[src/pkg/bcg_defs.vh]
// Constants for the commutation and drive-gating block
// Operation
// Each oscillator cycle start sets both the PWM latch and the current-limit latch.
// Ramp above speed command clears the PWM latch, ending bottom conduction this cycle.
// PWM gates only bottom drives; selected top drive stays on through the state.
// Current over threshold clears the lower latch at once until next cycle start.
// At most one conduction pulse per oscillator cycle, whichever event ends it.
// Top drives are active low; bottom drives are active high.
// Phasing select 1 uses the 60 degree table, 0 the 120 degree table.
// Forward, enabled, no limit: each valid code enables one top, one bottom, different phases.
// Invalid sensor code turns all top drives off and all bottom drives low.
// Enable low turns all drives off so the motor coasts, for any code.
// Current sense asserted with valid code and enable turns all drives off.
// Either undervoltage indication turns top drives off and holds bottoms low.
// Reverse direction swaps top and bottom enables of each phase.
// Enable defaults to running when unconnected, as if pulled up.
// Forward pairs A/C,B/C,B/A,C/A,C/B,A/B follow the listed sensor code orders.
// Codes 101 and 010 invalid at 60 degrees; 111 and 000 at 120 degrees.
`ifndef BCG_DEFS_VH
`define BCG_DEFS_VH
`define BCG_PH_A       2
`define BCG_PH_B       1
`define BCG_PH_C       0
`define BCG_TOP_OFF    3'h7
`define BCG_BOT_OFF    3'h0
`define BCG_SYNC_RST   3'h0
`define BCG_STEP_NONE  3'h7
`define BCG_SYNC_W     3
// Synchroniser reset values: only the enable bit (index 5) idles high
`define BCG_SYNC_RST_VEC 11'h020
`endif

[src/bcg_sync.v]
// Three-flop input synchroniser with agreement filter
`timescale 1ns/1ns
module bcg_sync #(
    parameter RST_VAL = 1'b0
) (
    input  wire clk_sys_i,
    input  wire rstn_i,
    input  wire async_i,
    output reg  sync_o
);
    reg s1_q;
    reg s2_q;
    reg s3_q;

    // Only s2 and s3 are compared; s1 feeds s2 alone
    always @(posedge clk_sys_i or negedge rstn_i) begin
        if (!rstn_i) begin
            s1_q   <= RST_VAL;
            s2_q   <= RST_VAL;
            s3_q   <= RST_VAL;
            sync_o <= RST_VAL;
        end else begin
            s1_q <= async_i;
            s2_q <= s1_q;
            s3_q <= s2_q;
            if (s2_q == s3_q) begin
                sync_o <= s3_q;
            end
        end
    end
endmodule

[src/bcg_commutation_gate.v]
// Commutation decoder, dual-latch PWM gating and drive outputs
`timescale 1ns/1ns
`include "bcg_defs.vh"
module bcg_commutation_gate (
    input  wire clk_sys_i,
    input  wire rstn_i,
    input  wire rotor_sensor_a_i,
    input  wire rotor_sensor_b_i,
    input  wire rotor_sensor_c_i,
    input  wire phase_60_sel_i,
    input  wire forward_i,
    input  wire enable_i,
    input  wire osc_cycle_start_i,
    input  wire ramp_above_cmd_i,
    input  wire current_over_i,
    input  wire vcc_undervolt_i,
    input  wire ref_undervolt_i,
    output reg  top_drive_a_n_o,
    output reg  top_drive_b_n_o,
    output reg  top_drive_c_n_o,
    output reg  bottom_drive_a_o,
    output reg  bottom_drive_b_o,
    output reg  bottom_drive_c_o,
    output wire pwm_latch_o,
    output wire limit_latch_o
);

    ////////////////////////////////////////////////////////////////////////
    // Input synchronisers: every input arrives from outside the clock domain
    localparam N_IN = 11;
    wire [N_IN-1:0] raw_w;
    wire [N_IN-1:0] syn_w;
    // Enable resets high so an idle pin reads as running
    localparam [N_IN-1:0] RST_VEC = `BCG_SYNC_RST_VEC;

    assign raw_w = {rotor_sensor_a_i, rotor_sensor_b_i, rotor_sensor_c_i, phase_60_sel_i,
                    forward_i, enable_i, osc_cycle_start_i, ramp_above_cmd_i,
                    current_over_i, vcc_undervolt_i, ref_undervolt_i};

    genvar gi;
    generate
        for (gi = 0; gi < N_IN; gi = gi + 1) begin : g_sync
            bcg_sync #(
                .RST_VAL (RST_VEC[gi])
            ) u_sync (
                .clk_sys_i (clk_sys_i),
                .rstn_i    (rstn_i),
                .async_i   (raw_w[gi]),
                .sync_o    (syn_w[gi])
            );
        end
    endgenerate

    wire [2:0] code_w     = syn_w[10:8];
    wire       sel60_w    = syn_w[7];
    wire       fwd_w      = syn_w[6];
    wire       en_w       = syn_w[5];
    wire       start_w    = syn_w[4];
    wire       ramp_w     = syn_w[3];
    wire       cur_w      = syn_w[2];
    wire       uv_w       = syn_w[1] | syn_w[0];

    ////////////////////////////////////////////////////////////////////////
    // Rotor position decode to step index, 7 meaning invalid
    reg [2:0] step_w;
    always @* begin
        step_w = `BCG_STEP_NONE;
        if (sel60_w) begin
            case (code_w)
                3'h4:    step_w = 3'h0;
                3'h6:    step_w = 3'h1;
                3'h7:    step_w = 3'h2;
                3'h3:    step_w = 3'h3;
                3'h1:    step_w = 3'h4;
                3'h0:    step_w = 3'h5;
                default: step_w = `BCG_STEP_NONE;
            endcase
        end else begin
            case (code_w)
                3'h4:    step_w = 3'h0;
                3'h6:    step_w = 3'h1;
                3'h2:    step_w = 3'h2;
                3'h3:    step_w = 3'h3;
                3'h1:    step_w = 3'h4;
                3'h5:    step_w = 3'h5;
                default: step_w = `BCG_STEP_NONE;
            endcase
        end
    end

    // One-hot phase selection, bit 2 = A, bit 0 = C
    reg [2:0] top_sel_w;
    reg [2:0] bot_sel_w;
    always @* begin
        top_sel_w = `BCG_BOT_OFF;
        bot_sel_w = `BCG_BOT_OFF;
        case (step_w)
            3'h0: begin top_sel_w = 3'h4; bot_sel_w = 3'h1; end
            3'h1: begin top_sel_w = 3'h2; bot_sel_w = 3'h1; end
            3'h2: begin top_sel_w = 3'h2; bot_sel_w = 3'h4; end
            3'h3: begin top_sel_w = 3'h1; bot_sel_w = 3'h4; end
            3'h4: begin top_sel_w = 3'h1; bot_sel_w = 3'h2; end
            3'h5: begin top_sel_w = 3'h4; bot_sel_w = 3'h2; end
            default: begin top_sel_w = `BCG_BOT_OFF; bot_sel_w = `BCG_BOT_OFF; end
        endcase
        if (!fwd_w) begin
            top_sel_w = top_sel_w ^ bot_sel_w;
            bot_sel_w = top_sel_w ^ bot_sel_w;
            top_sel_w = top_sel_w ^ bot_sel_w;
        end
    end

    ////////////////////////////////////////////////////////////////////////
    // Dual latch: both set at cycle start, each cleared by its own event
    reg pwm_q;
    reg lim_q;
    reg pwm_d;
    reg lim_d;
    always @* begin
        pwm_d = pwm_q;
        lim_d = lim_q;
        // Compare and limit win over a coincident start, so a pulse never restarts mid-cycle
        if (start_w) begin
            pwm_d = 1'b1;
            lim_d = 1'b1;
        end
        if (ramp_w) begin
            pwm_d = 1'b0;
        end
        if (cur_w) begin
            lim_d = 1'b0;
        end
    end

    // Latches start off after reset until the first cycle start arrives
    always @(posedge clk_sys_i or negedge rstn_i) begin
        if (!rstn_i) begin
            pwm_q <= 1'b0;
            lim_q <= 1'b0;
        end else begin
            pwm_q <= pwm_d;
            lim_q <= lim_d;
        end
    end

    assign pwm_latch_o   = pwm_q;
    assign limit_latch_o = lim_q;

    ////////////////////////////////////////////////////////////////////////
    // Drive output stage
    wire run_w  = en_w & ~uv_w & (step_w != `BCG_STEP_NONE);
    // Current sense kills the tops at once; the lower latch also blocks the rest of the cycle
    wire live_w = run_w & ~cur_w & lim_q;
    reg [2:0] top_on_w;
    reg [2:0] bot_on_w;
    always @* begin
        top_on_w = live_w ? top_sel_w : `BCG_BOT_OFF;
        bot_on_w = (live_w & pwm_q) ? bot_sel_w : `BCG_BOT_OFF;
    end

    always @(posedge clk_sys_i or negedge rstn_i) begin
        if (!rstn_i) begin
            {top_drive_a_n_o, top_drive_b_n_o, top_drive_c_n_o}    <= `BCG_TOP_OFF;
            {bottom_drive_a_o, bottom_drive_b_o, bottom_drive_c_o} <= `BCG_BOT_OFF;
        end else begin
            top_drive_a_n_o  <= ~top_on_w[`BCG_PH_A];
            top_drive_b_n_o  <= ~top_on_w[`BCG_PH_B];
            top_drive_c_n_o  <= ~top_on_w[`BCG_PH_C];
            bottom_drive_a_o <= bot_on_w[`BCG_PH_A];
            bottom_drive_b_o <= bot_on_w[`BCG_PH_B];
            bottom_drive_c_o <= bot_on_w[`BCG_PH_C];
        end
    end

endmodule

[config.mk]
export PLATFORM = sky130hd
export DESIGN_NAME = bcg_commutation_gate
export DESIGN_NICKNAME = d
export VERILOG_FILES = /design/src/bcg_sync.v /design/src/bcg_commutation_gate.v
export VERILOG_INCLUDE_DIRS = /design/src /design/src/pkg
export SDC_FILE = /design/constraint.sdc
export NUM_CORES = 1
export LEC_CHECK = 0
export BUFFER_PORTS_ARGS = -buffer_cell sky130_fd_sc_hd__buf_2
export CAP_MARGIN = 40
export CORE_ASPECT_RATIO = 0.8
export CORE_UTILIZATION = 50
export CTS_CLUSTER_DIAMETER = 40
export DETAILED_ROUTE_END_ITERATION = 16
export PLACE_DENSITY = 0.81
export REMOVE_ABC_BUFFERS = 1
export SLEW_MARGIN = 20
export SYNTH_ARGS = -nofsm -noshare
export SYNTH_HDL_FRONTEND = slang
export SYNTH_SLANG_ARGS = --single-unit
[constraint.sdc]
create_clock -name clk_sys_i -period 2 [get_ports clk_sys_i]
set_input_delay 0.2 -clock clk_sys_i [delete_from_list [all_inputs] [get_ports clk_sys_i]]
set_output_delay 0.2 -clock clk_sys_i [all_outputs]
set_load 0.005 [all_outputs]
==> results of run 1 <==
-- synth_stat cells (2+ instances only) --
cell | instances | area, µm²
dfstp_2 | 7 | 184
o21ai_0 | 3 | 15.0
inv_1 | 2 | 7.51
dfrtp_1 | 45 | 1130
nand2b_1 | 3 | 18.8
nand4_1 | 4 | 25.0
nor2b_1 | 2 | 12.5
and3_1 | 2 | 12.5
nor2_1 | 6 | 22.5
maj3_1 | 11 | 110
nand2_1 | 2 | 7.51
-- logic make-up after synthesis --
logic type | count (synthesis)
flip-flops | 52
buffers and inverters | 3
adder cells (fa/ha/maj) | 11
AND/OR/NAND/NOR | 23
AO/OA/AOI/OAI | 10
-- routing by layer --
layer	vias to the layer above	share of wire, %
li1	411	-
met1	431	41
met2	35	50
met3	9	5.9
met4	0	2.8
met5	-	0
-- sequential cells by signal, indices dropped and copies added, names as in the netlist --
register,cells
bottom_drive_a_o,1
bottom_drive_b_o,1
bottom_drive_c_o,1
g_sync.u_sync.s1_q,11
g_sync.u_sync.s2_q,11
g_sync.u_sync.s3_q,11
g_sync.u_sync.sync_o,11
limit_latch_o,1
pwm_latch_o,1
top_drive_a_n_o,1
top_drive_b_n_o,1
top_drive_c_n_o,1
-- where the power goes --
| part | internal [mW] | switching, mW | total, mW |
|---|---|---|---|
| Sequential | 1.12 | 0.0465 | 1.16 |
| Combinational | 0.0674 | 0.0606 | 0.128 |
| Clock | 0.370 | 0.317 | 0.686 |
-- how the worst max path moves through the flow --
stage | endpoint
after CTS | top_drive_b_n_o$_DFF_PN1_
after global placement | bottom_drive_b_o$_DFF_PN0_
after global routing | top_drive_b_n_o$_DFF_PN1_
final | top_drive_b_n_o$_DFF_PN1_
after detailed placement | top_drive_b_n_o$_DFF_PN1_
after floorplan | bottom_drive_b_o$_DFF_PN0_
-- critical path, cell delays in order, from the launching register on --
cell and delay, ps:
dfrtp_1 450, or2_4 290, a211oi_1 310, o21ai_0 150
-- final cells by class --
| type | instances | area (µm²) |
|---|---|---|
| sequential | 52 | 1310 |
| fill | 211 | 1070 |
| multi-input combinational | 44 | 307 |
| timing repair buffer | 32 | 230 |
| clock buffer | 5 | 68.8 |
| tap | 40 | 50.0 |
| clock inverter | 3 | 42.5 |
| inverter | 2 | 7.51 |
-- per-stage QoR --
step / utilization [%] / total power, mW
3_3_place_gp: 58.2 / 1.28
2_1_floorplan: - / 1.23
5_1_grt: 65.3 / 2.06
6_report: 65.3 / 1.98
3_5_place_dp: 58.2 / 1.29
4_1_cts: 65.3 / 2.00
-- timing repair --
action,CTS,global route
buffers inserted,0,0
endpoints found under the setup margin,0,0
hold buffers,11,0
endpoints found under the hold margin,55,0
==> impl_metrics.py, run 1 <==
metrics = {
    "run_status": {
        "status": "completed",
    },
    "layout": {
        "layout_commonest_cell": "dfrtp_1",
        "final_design_area_no_fill_um2": 2020,
        "layout-drive-gt1-share_pct": 28.3,
        "diodes": 0,
        "area_growth_syn_to_layout_pct": 23.7,
        "nets": 150,
        "most-common-layout-cells": "45 x dfrtp_1, 20 x buf_2, 11 x maj3_1, 11 x dlygate4sd3_1, 7 x dfstp_2",
        "finalNonFillerCells": 178,
    },
    "power_and_ir_drop": {
        "max-vdd-ir-drop_uv": 643,
        "power_density_nw_per_um2": 981,
        "p_leak_nw": 0.891,
    },
    "setup_path": {
        "start_kind": "register",
        "r2r-end": "top_drive_b_n_o$_DFF_PN1_",
        "rrSetupSlack_ps": 720,
        "startpoint": "g_sync[8].u_sync.sync_o$_DFFE_PN0N_",
        "worstPathRequired_ps": 2220,
        "path_class": "register to register",
        "ff2ff_path_depth": 3,
        "cp_max_fo": 7,
        "cp-end-kind": "register",
        "worstReg2RegStart": "g_sync[8].u_sync.sync_o$_DFFE_PN0N_",
        "arrival_ps": 1500,
    },
    "sta": {
        "relSlewSlack_pct": 78.0,
        "tightest_slew_ps": 328,
        "slew_violations": 0,
        "tns_ps": 0,
        "rsz0062_at_grt": "false",
        "timing.hold.ws_ps": 13.5,
        "hold_viol_final": 0,
        "period_share_pct": 64.0,
        "fin_ws_ps": 720,
        "setup_violations": 0,
        "max_freq_mhz": 781,
        "skew_ps": 6.52,
        "fin_crit_ps": 1280,
    },
    "worst_hold_path": {
        "holdPathEnd": "g_sync[3].u_sync.s1_q$_DFF_PN0_",
        "min-delay-start": "ramp_above_cmd_i",
        "hold_class": "input port to register",
        "min_path_cells": 1,
    },
    "die": {
        "io_pins": 21,
        "fp.dieH_um": 53.1,
        "core_area_um2": 3090,
        "die_w_um": 65.8,
        "start_util_pct": 52.8,
        "die_area_um2": 3490,
        "rows": 18,
    },
    "routing": {
        "vias": 886,
        "ant_nets": 0,
        "first_pass_iters": 4,
        "drt_iter0_markers": 44,
        "drc": 0,
        "viasPerCell": 4.98,
        "avgRoutedWirePerCell_um": 13.2,
        "routed_wl_um": 2360,
    },
    "yosys": {
        "synth_area_um2": 1630,
        "yosys.area_share.adder_pct": 6.76,
        "syn_area_per_cell_um2": 16.5,
        "synth_top_family_by_area": "simple AND/OR/NAND/NOR gates",
        "ys_types": 23,
        "synthMuxAreaShare_pct": 0,
        "ys_warn_count": 0,
        "synth_ff_type": "dfrtp_1",
        "ys_ff_latch": 52,
        "synth_xor_area_share_pct": 0,
        "synth_compound_area_share_pct": 4.22,
        "synth_cells": 99,
        "async_flop_share_pct": 100,
        "synth-edff-count": 0,
        "synthSimpleGateAreaFrac_pct": 7.83,
        "yosysSeqAreaShare_pct": 80.4,
    },
    "global_routing": {
        "grt_pass1_wl_um": 3950,
        "grt-ovfl-total": 0,
        "grt_usage_pct": 16.8,
        "grt_util_met3_pct": 7.11,
        "met2_usage_pct": 25.3,
        "grt.busiest_layer": "met2",
        "grt_antenna_before_repair": 0,
        "grt_max_degree": 53,
        "grt_pass1_vias": 884,
        "gr-usage-met1_pct": 20.1,
    },
    "place": {
        "port_buffers": 20,
        "dp_cells": 159,
        "dp_slack_ps": 814,
        "gp_congestion": 0.961,
        "placed_area_um2": 1790,
        "dp_hpwl_um": 1500,
    },
    "cts": {
        "cts_tree": "built",
        "h-tree-depth": 2,
        "clock_sinks": 52,
        "postCtsResizedCells": 0,
        "cts_buffers": 5,
        "cts_root_buf": "clkbuf_8",
        "clock_path_buffers": 2,
        "clk_latency_ps": 300,
        "clk_pin_slew_ps": 90,
    },
    "job": {
        "cap_violations": 0,
    },
}
Power figures use the tool's default switching activity.
==> run 2: changes to the inputs <==
CORE_UTILIZATION = 49   (was 50)
PLACE_DENSITY = 0.82   (was 0.81)
clock period = 1.1 ns   (was 2 ns; I/O delays follow)
==> run 2 against run 1 <==
  * The flow now finishes with violations (setup timing)
  * Via count up 4.7%
  * Wire length up 3.7%
  * Largest cell class unchanged
  * Worst setup slack worse by 770 ps
  * Core utilization up 0.90 points
  * Highest routed layer unchanged
  * Clock-buffer cell count up 3
  * Sequential power up 83%
  * Cell count up 4.5%
  * Maximum frequency up 11%
  * Clock power up 44%
  * Register-to-register slack worse by 770 ps
==> impl_metrics.py, run 2 (synthesis gave the netlist of run 1 again) <==
metrics = {
    "run_status": {
        "status": "complete, but fails checks",
        "violations": "setup timing",
    },
    "sta": {
        "fin_ws_ps": -52.4,
        "timing.hold.ws_ps": 243,
        "max_freq_mhz": 868,
        "rsz0062_at_grt": "true",
        "skew_ps": 7.15,
        "setup_violations": 2,
        "period_share_pct": 105,
        "slew_violations": 0,
        "hold_viol_final": 0,
        "tightest_slew_ps": 351,
        "relSlewSlack_pct": 76.6,
        "tns_ps": -75.7,
        "fin_crit_ps": 1150,
    },
    "layout": {
        "nFillCells": 226,
        "diodes": 0,
        "most-common-layout-cells": "44 x dfrtp_1, 20 x buf_2, 12 x dlygate4sd3_1",
        "finalNonFillerCells": 186,
        "layout_commonest_cell": "dfrtp_1",
        "nets": 158,
        "layout-drive-gt1-share_pct": 30.8,
        "area_growth_syn_to_layout_pct": 27.3,
    },
    "routing": {
        "viasPerCell": 4.99,
        "ant_nets": 0,
        "drc": 0,
        "avgRoutedWirePerCell_um": 13.2,
        "routed_wl_um": 2450,
        "drt_iter0_markers": 38,
        "vias": 928,
        "first_pass_iters": 5,
    },
    "setup_path": {
        "cp_max_fo": 5,
        "path_class": "register to register",
        "critPathMaxStageDelay_ps": 430,
        "start_kind": "register",
        "worstPathRequired_ps": 1330,
        "arrival_ps": 1380,
        "path_cells": "or2_4 > a211o_1 > a21oi_2",
        "cp_slowest_cell": "dfrtp_1",
        "cp-end-kind": "register",
    },
    "cts": {
        "clock_path_buffers": 2,
        "clk_latency_ps": 300,
        "cts_setup_buffers": 0,
        "h-tree-depth": 2,
        "clock_sinks": 52,
        "cts_tree": "built",
        "cts_buffers": 5,
        "clk_pin_slew_ps": 80,
        "cts_root_buf": "clkbuf_8",
    },
    "job": {
        "cap_violations": 0,
    },
    "die": {
        "io_pins": 21,
        "core_area_um2": 3130,
        "rows": 18,
        "die_area_um2": 3560,
        "start_util_pct": 52.0,
        "die_w_um": 66.5,
        "fp.dieH_um": 53.6,
    },
    "place": {
        "port_buffers": 20,
        "dp_cells": 166,
        "dp_hpwl_um": 1720,
        "gp_congestion": 0.949,
    },
    "worst_hold_path": {
        "hold_class": "input port to asynchronous set/reset pin",
    },
    "power_and_ir_drop": {
        "power_density_nw_per_um2": 1630,
        "p_leak_nw": 0.922,
        "max-vdd-ir-drop_uv": 1210,
    },
    "global_routing": {
        "grt-ovfl-total": 0,
        "grt_antenna_before_repair": 0,
        "grt_pass1_vias": 938,
        "grt_max_degree": 21,
        "grt_pass1_wl_um": 4220,
        "grt_usage_pct": 17.3,
    },
}
[run 2: cell types whose count changed in the layout (fill, tap and decap cells not counted)]
cell / before / now
clkinv_2: 1 / 0
clkinvlp_4: 1 / 0
buf_12: 1 / 2
dlygate4sd3_1: 11 / 12
dfrtp_1: 45 / 44
bufinv_16: 1 / 0
nor3_1: 1 / 0
nor3_2: 0 / 1
buf_6: 0 / 2
dfrtp_2: 0 / 1
buf_4: 0 / 4
clkbuf_1: 0 / 3
[run 2: layout make-up]
cell class	instances	area, µm²	area share (%)
flip-flops and latches	52	1310	63.2
repair buffers	40	313	15.1
multi-input cells	44	312	15.0
clock buffers	8	80.1	3.86
well taps	40	50.0	2.41
inverters	2	7.51	0.362
[run 2: final timing paths]
kind / start / to / slack (ps) / cells past startpoint
setup / recovery: g_sync[8].u_sync.sync_o$_DFFE_PN0N_ / bottom_drive_b_o$_DFF_PN0_ / -50 / 3
hold / removal: rstn_i / bottom_drive_c_o$_DFF_PN0_ / 240 / 2
max in group asynchronous: rstn_i / g_sync[5].u_sync.s1_q$_DFF_PN1_ / 350 / 3
setup reg to reg: g_sync[8].u_sync.sync_o$_DFFE_PN0N_ / bottom_drive_b_o$_DFF_PN0_ / -50 / 3
hold reg to reg: g_sync[10].u_sync.s1_q$_DFF_PN0_ / g_sync[10].u_sync.s2_q$_DFF_PN0_ / 340 / 0
min in group clk_sys_i: g_sync[10].u_sync.s1_q$_DFF_PN0_ / g_sync[10].u_sync.s2_q$_DFF_PN0_ / 340 / 0
[run 2: stage by stage]
stage	utilization, %	power (mW)	instance area, µm²	setup WS [ps]
floorplan	-	2.23	1620	-2.23
global placement	59.4	2.36	1860	8.06
detailed placement	59.4	2.39	1860	-22.1
CTS	66.1	3.42	2070	-53.0
global route	66.2	3.54	2070	-85.0
finish	66.2	3.38	2070	-52.4
[run 2: worst max-delay path: cells and delay by family (launching register included)]
family	cells	cell delay (ps)
flops	1	430
compound gates	2	380
simple gates	1	280
[run 2: routing by layer]
layer	track usage (%)	wire (µm)
met4	9.93	58
met1	20.3	1050
met5	0	0
met3	4.45	109
met2	29.4	1220
[run 2: timing repair]
| item | CTS | global route |
|---|---|---|
| hold endpoints to repair | 33 | 0 |
| hold buffers | 12 | 0 |
| resized for setup | 3 | 1 |
| setup endpoints to repair | 2 | 6 |
[run 2: where the power goes]
part	internal (mW)	switching (mW)
Sequential	2.03	0.0850
Clock	0.452	0.534
Combinational	0.156	0.121
Total	2.64	0.740
==> run 3: changes to the inputs <==
CORE_UTILIZATION = 50   (was 49)
CTS_BUF_LIST = sky130_fd_sc_hd__clkbuf_4   (was not set)
PLACE_DENSITY = 0.83   (was 0.82)
==> run 3 against run 2 <==
  * The flow still finishes with violations (setup timing)
  * Cell count grew 0.54%
  * Die area down 1.9%
  * Largest power group unchanged
  * Clock skew decreased by 1.3 ps
  * Hold slack gained 5.5 ps
  * Critical path depth is the same
  * Clock-buffer cell count decreased by 3
  * Global-route usage fell by 1.1 points
==> impl_metrics.py, run 3 (synthesis gave the netlist of run 1 again) <==
metrics = {
    "cts": {
        "clock_sinks": 52,
        "cts_buffers": 5,
        "clk_latency_ps": 350,
        "cts_tree": "built",
        "clock_path_buffers": 2,
        "clk_pin_slew_ps": 130,
        "cts_root_buf": "clkbuf_4",
        "h-tree-depth": 2,
    },
    "sta": {
        "period_share_pct": 104,
        "skew_ps": 5.88,
        "tightest_slew_ps": 258,
        "max_freq_mhz": 871,
        "slew_violations": 0,
        "setup_violations": 4,
        "fin_crit_ps": 1150,
        "hold_viol_final": 0,
        "relSlewSlack_pct": 82.8,
        "fin_ws_ps": -47.5,
        "rsz0062_at_grt": "true",
        "tns_ps": -87.4,
    },
    "die": {
        "die_area_um2": 3490,
        "rows": 18,
        "start_util_pct": 52.8,
        "fp.dieH_um": 53.1,
        "io_pins": 21,
        "die_w_um": 65.8,
        "core_area_um2": 3090,
    },
    "routing": {
        "drt_iter0_markers": 49,
        "viasPerCell": 4.97,
        "routed_wl_um": 2450,
        "avgRoutedWirePerCell_um": 13.1,
        "ant_nets": 0,
        "drc": 0,
        "vias": 930,
        "first_pass_iters": 4,
    },
    "layout": {
        "layout-drive-gt1-share_pct": 34.7,
        "diodes": 0,
        "final_design_area_no_fill_um2": 2080,
        "layout_commonest_cell": "dfrtp_1",
        "nets": 159,
        "most-common-layout-cells": "43 x dfrtp_1, 20 x buf_2, 12 x dlygate4sd3_1",
        "area_growth_syn_to_layout_pct": 27.6,
    },
    "worst_hold_path": {
        "hold_class": "input port to asynchronous set/reset pin",
    },
    "global_routing": {
        "grt_max_degree": 53,
        "grt_pass1_wl_um": 3850,
        "grt_pass1_vias": 912,
        "grt_usage_pct": 16.2,
        "grt-ovfl-total": 0,
        "grt_antenna_before_repair": 0,
    },
    "place": {
        "dp_hpwl_um": 1490,
        "gp_congestion": 0.882,
        "port_buffers": 20,
        "placed_area_um2": 1830,
    },
    "setup_path": {
        "arrival_ps": 1440,
        "worstPathRequired_ps": 1390,
        "crit_path_end": "bottom_drive_b_o$_DFF_PN0_",
        "ff2ff_path_depth": 3,
        "cp_max_fo": 4,
        "r2r-end": "bottom_drive_b_o$_DFF_PN0_",
        "rrSetupSlack_ps": -50,
        "path_class": "register to register",
        "worstReg2RegStart": "g_sync[7].u_sync.sync_o$_DFFE_PN0N_",
        "start_kind": "register",
        "startpoint": "g_sync[7].u_sync.sync_o$_DFFE_PN0N_",
        "cp-end-kind": "register",
    },
    "power_and_ir_drop": {
        "max-vdd-ir-drop_uv": 1170,
        "power_density_nw_per_um2": 1640,
        "p_leak_nw": 0.933,
    },
    "run_status": {
        "status": "complete, but fails checks",
        "violations": "setup timing",
    },
    "job": {
        "cap_violations": 0,
    },
}
run 3: cell count changes in the layout (fill, tap and decap cells not counted), sizes merged:
cell    delta
clkbuf     -3
buf        +1
bufinv     +1
clkinv     +2
run 3: where the power goes:
group          switching, mW  total [mW]  internal [mW]
sequential            0.0805        2.11           2.03
clock                  0.527       0.992          0.465
combinational          0.134       0.304          0.170
run 3: worst max-delay path: stages (launching register included):
cell     delay, ps
dfrtp_1        430
or2_4          250
a211o_1        280
a21oi_2        120
run 3: worst min-delay path by stage:
stage | from | depth (start not counted) | slack [ps] | to
global route | rstn_i | 3 | 270 | g_sync[2].u_sync.s1_q$_DFF_PN0_
detailed placement | rstn_i | 2 | 120 | g_sync[1].u_sync.s1_q$_DFF_PN0_
global placement | rstn_i | 2 | 110 | g_sync[4].u_sync.s2_q$_DFF_PN0_
finish | rstn_i | 3 | 250 | g_sync[1].u_sync.s1_q$_DFF_PN0_
floorplan | rstn_i | 0 | -190 | bottom_drive_a_o$_DFF_PN0_
CTS | rstn_i | 3 | 230 | g_sync[1].u_sync.s1_q$_DFF_PN0_
run 3: cell type report:
type / count / area [µm²]
flip-flops and latches: 52 / 1310
fillers: 204 / 1010
multi-input cells: 44 / 329
repair buffers: 41 / 304
well taps: 40 / 50.0
clock buffers: 5 / 37.5
clock inverters: 3 / 37.5
inverters: 2 / 7.51
run 3: repair_timing:
action / in CTS / in global routing
resized for setup: 1 / 9
endpoints found under the setup margin: 5 / 10
buffers inserted: 2 / 1
endpoints found under the hold margin: 63 / 0
hold buffers: 12 / 0
pin swaps: 2 / 2
run 3: per-stage QoR:
step | worst slack, ps | utilization (%) | cells | hold slack [ps] | power (mW)
3_5_place_dp | -58.1 | 59.4 | 164 | 117 | 2.38
3_3_place_gp | 11.8 | 59.4 | 164 | 109 | 2.35
5_1_grt | -89.7 | 67.4 | 187 | 265 | 3.56
2_1_floorplan | -2.23 | - | 98 | -186 | 2.23
4_1_cts | -57.1 | 66.2 | 186 | 235 | 3.43
6_report | -47.5 | 67.4 | 187 | 248 | 3.41
run 3: routing by layer:
layer  up-vias  track usage [%]  share of wire [%]  wire length [µm]
li1        430                -                  -                 -
met1       466             18.6                 44              1080
met2        30             24.7                 50              1210
met3         4             7.11                4.9               120
met4         0             10.5                1.6                38
met5         -                0                  0                 0
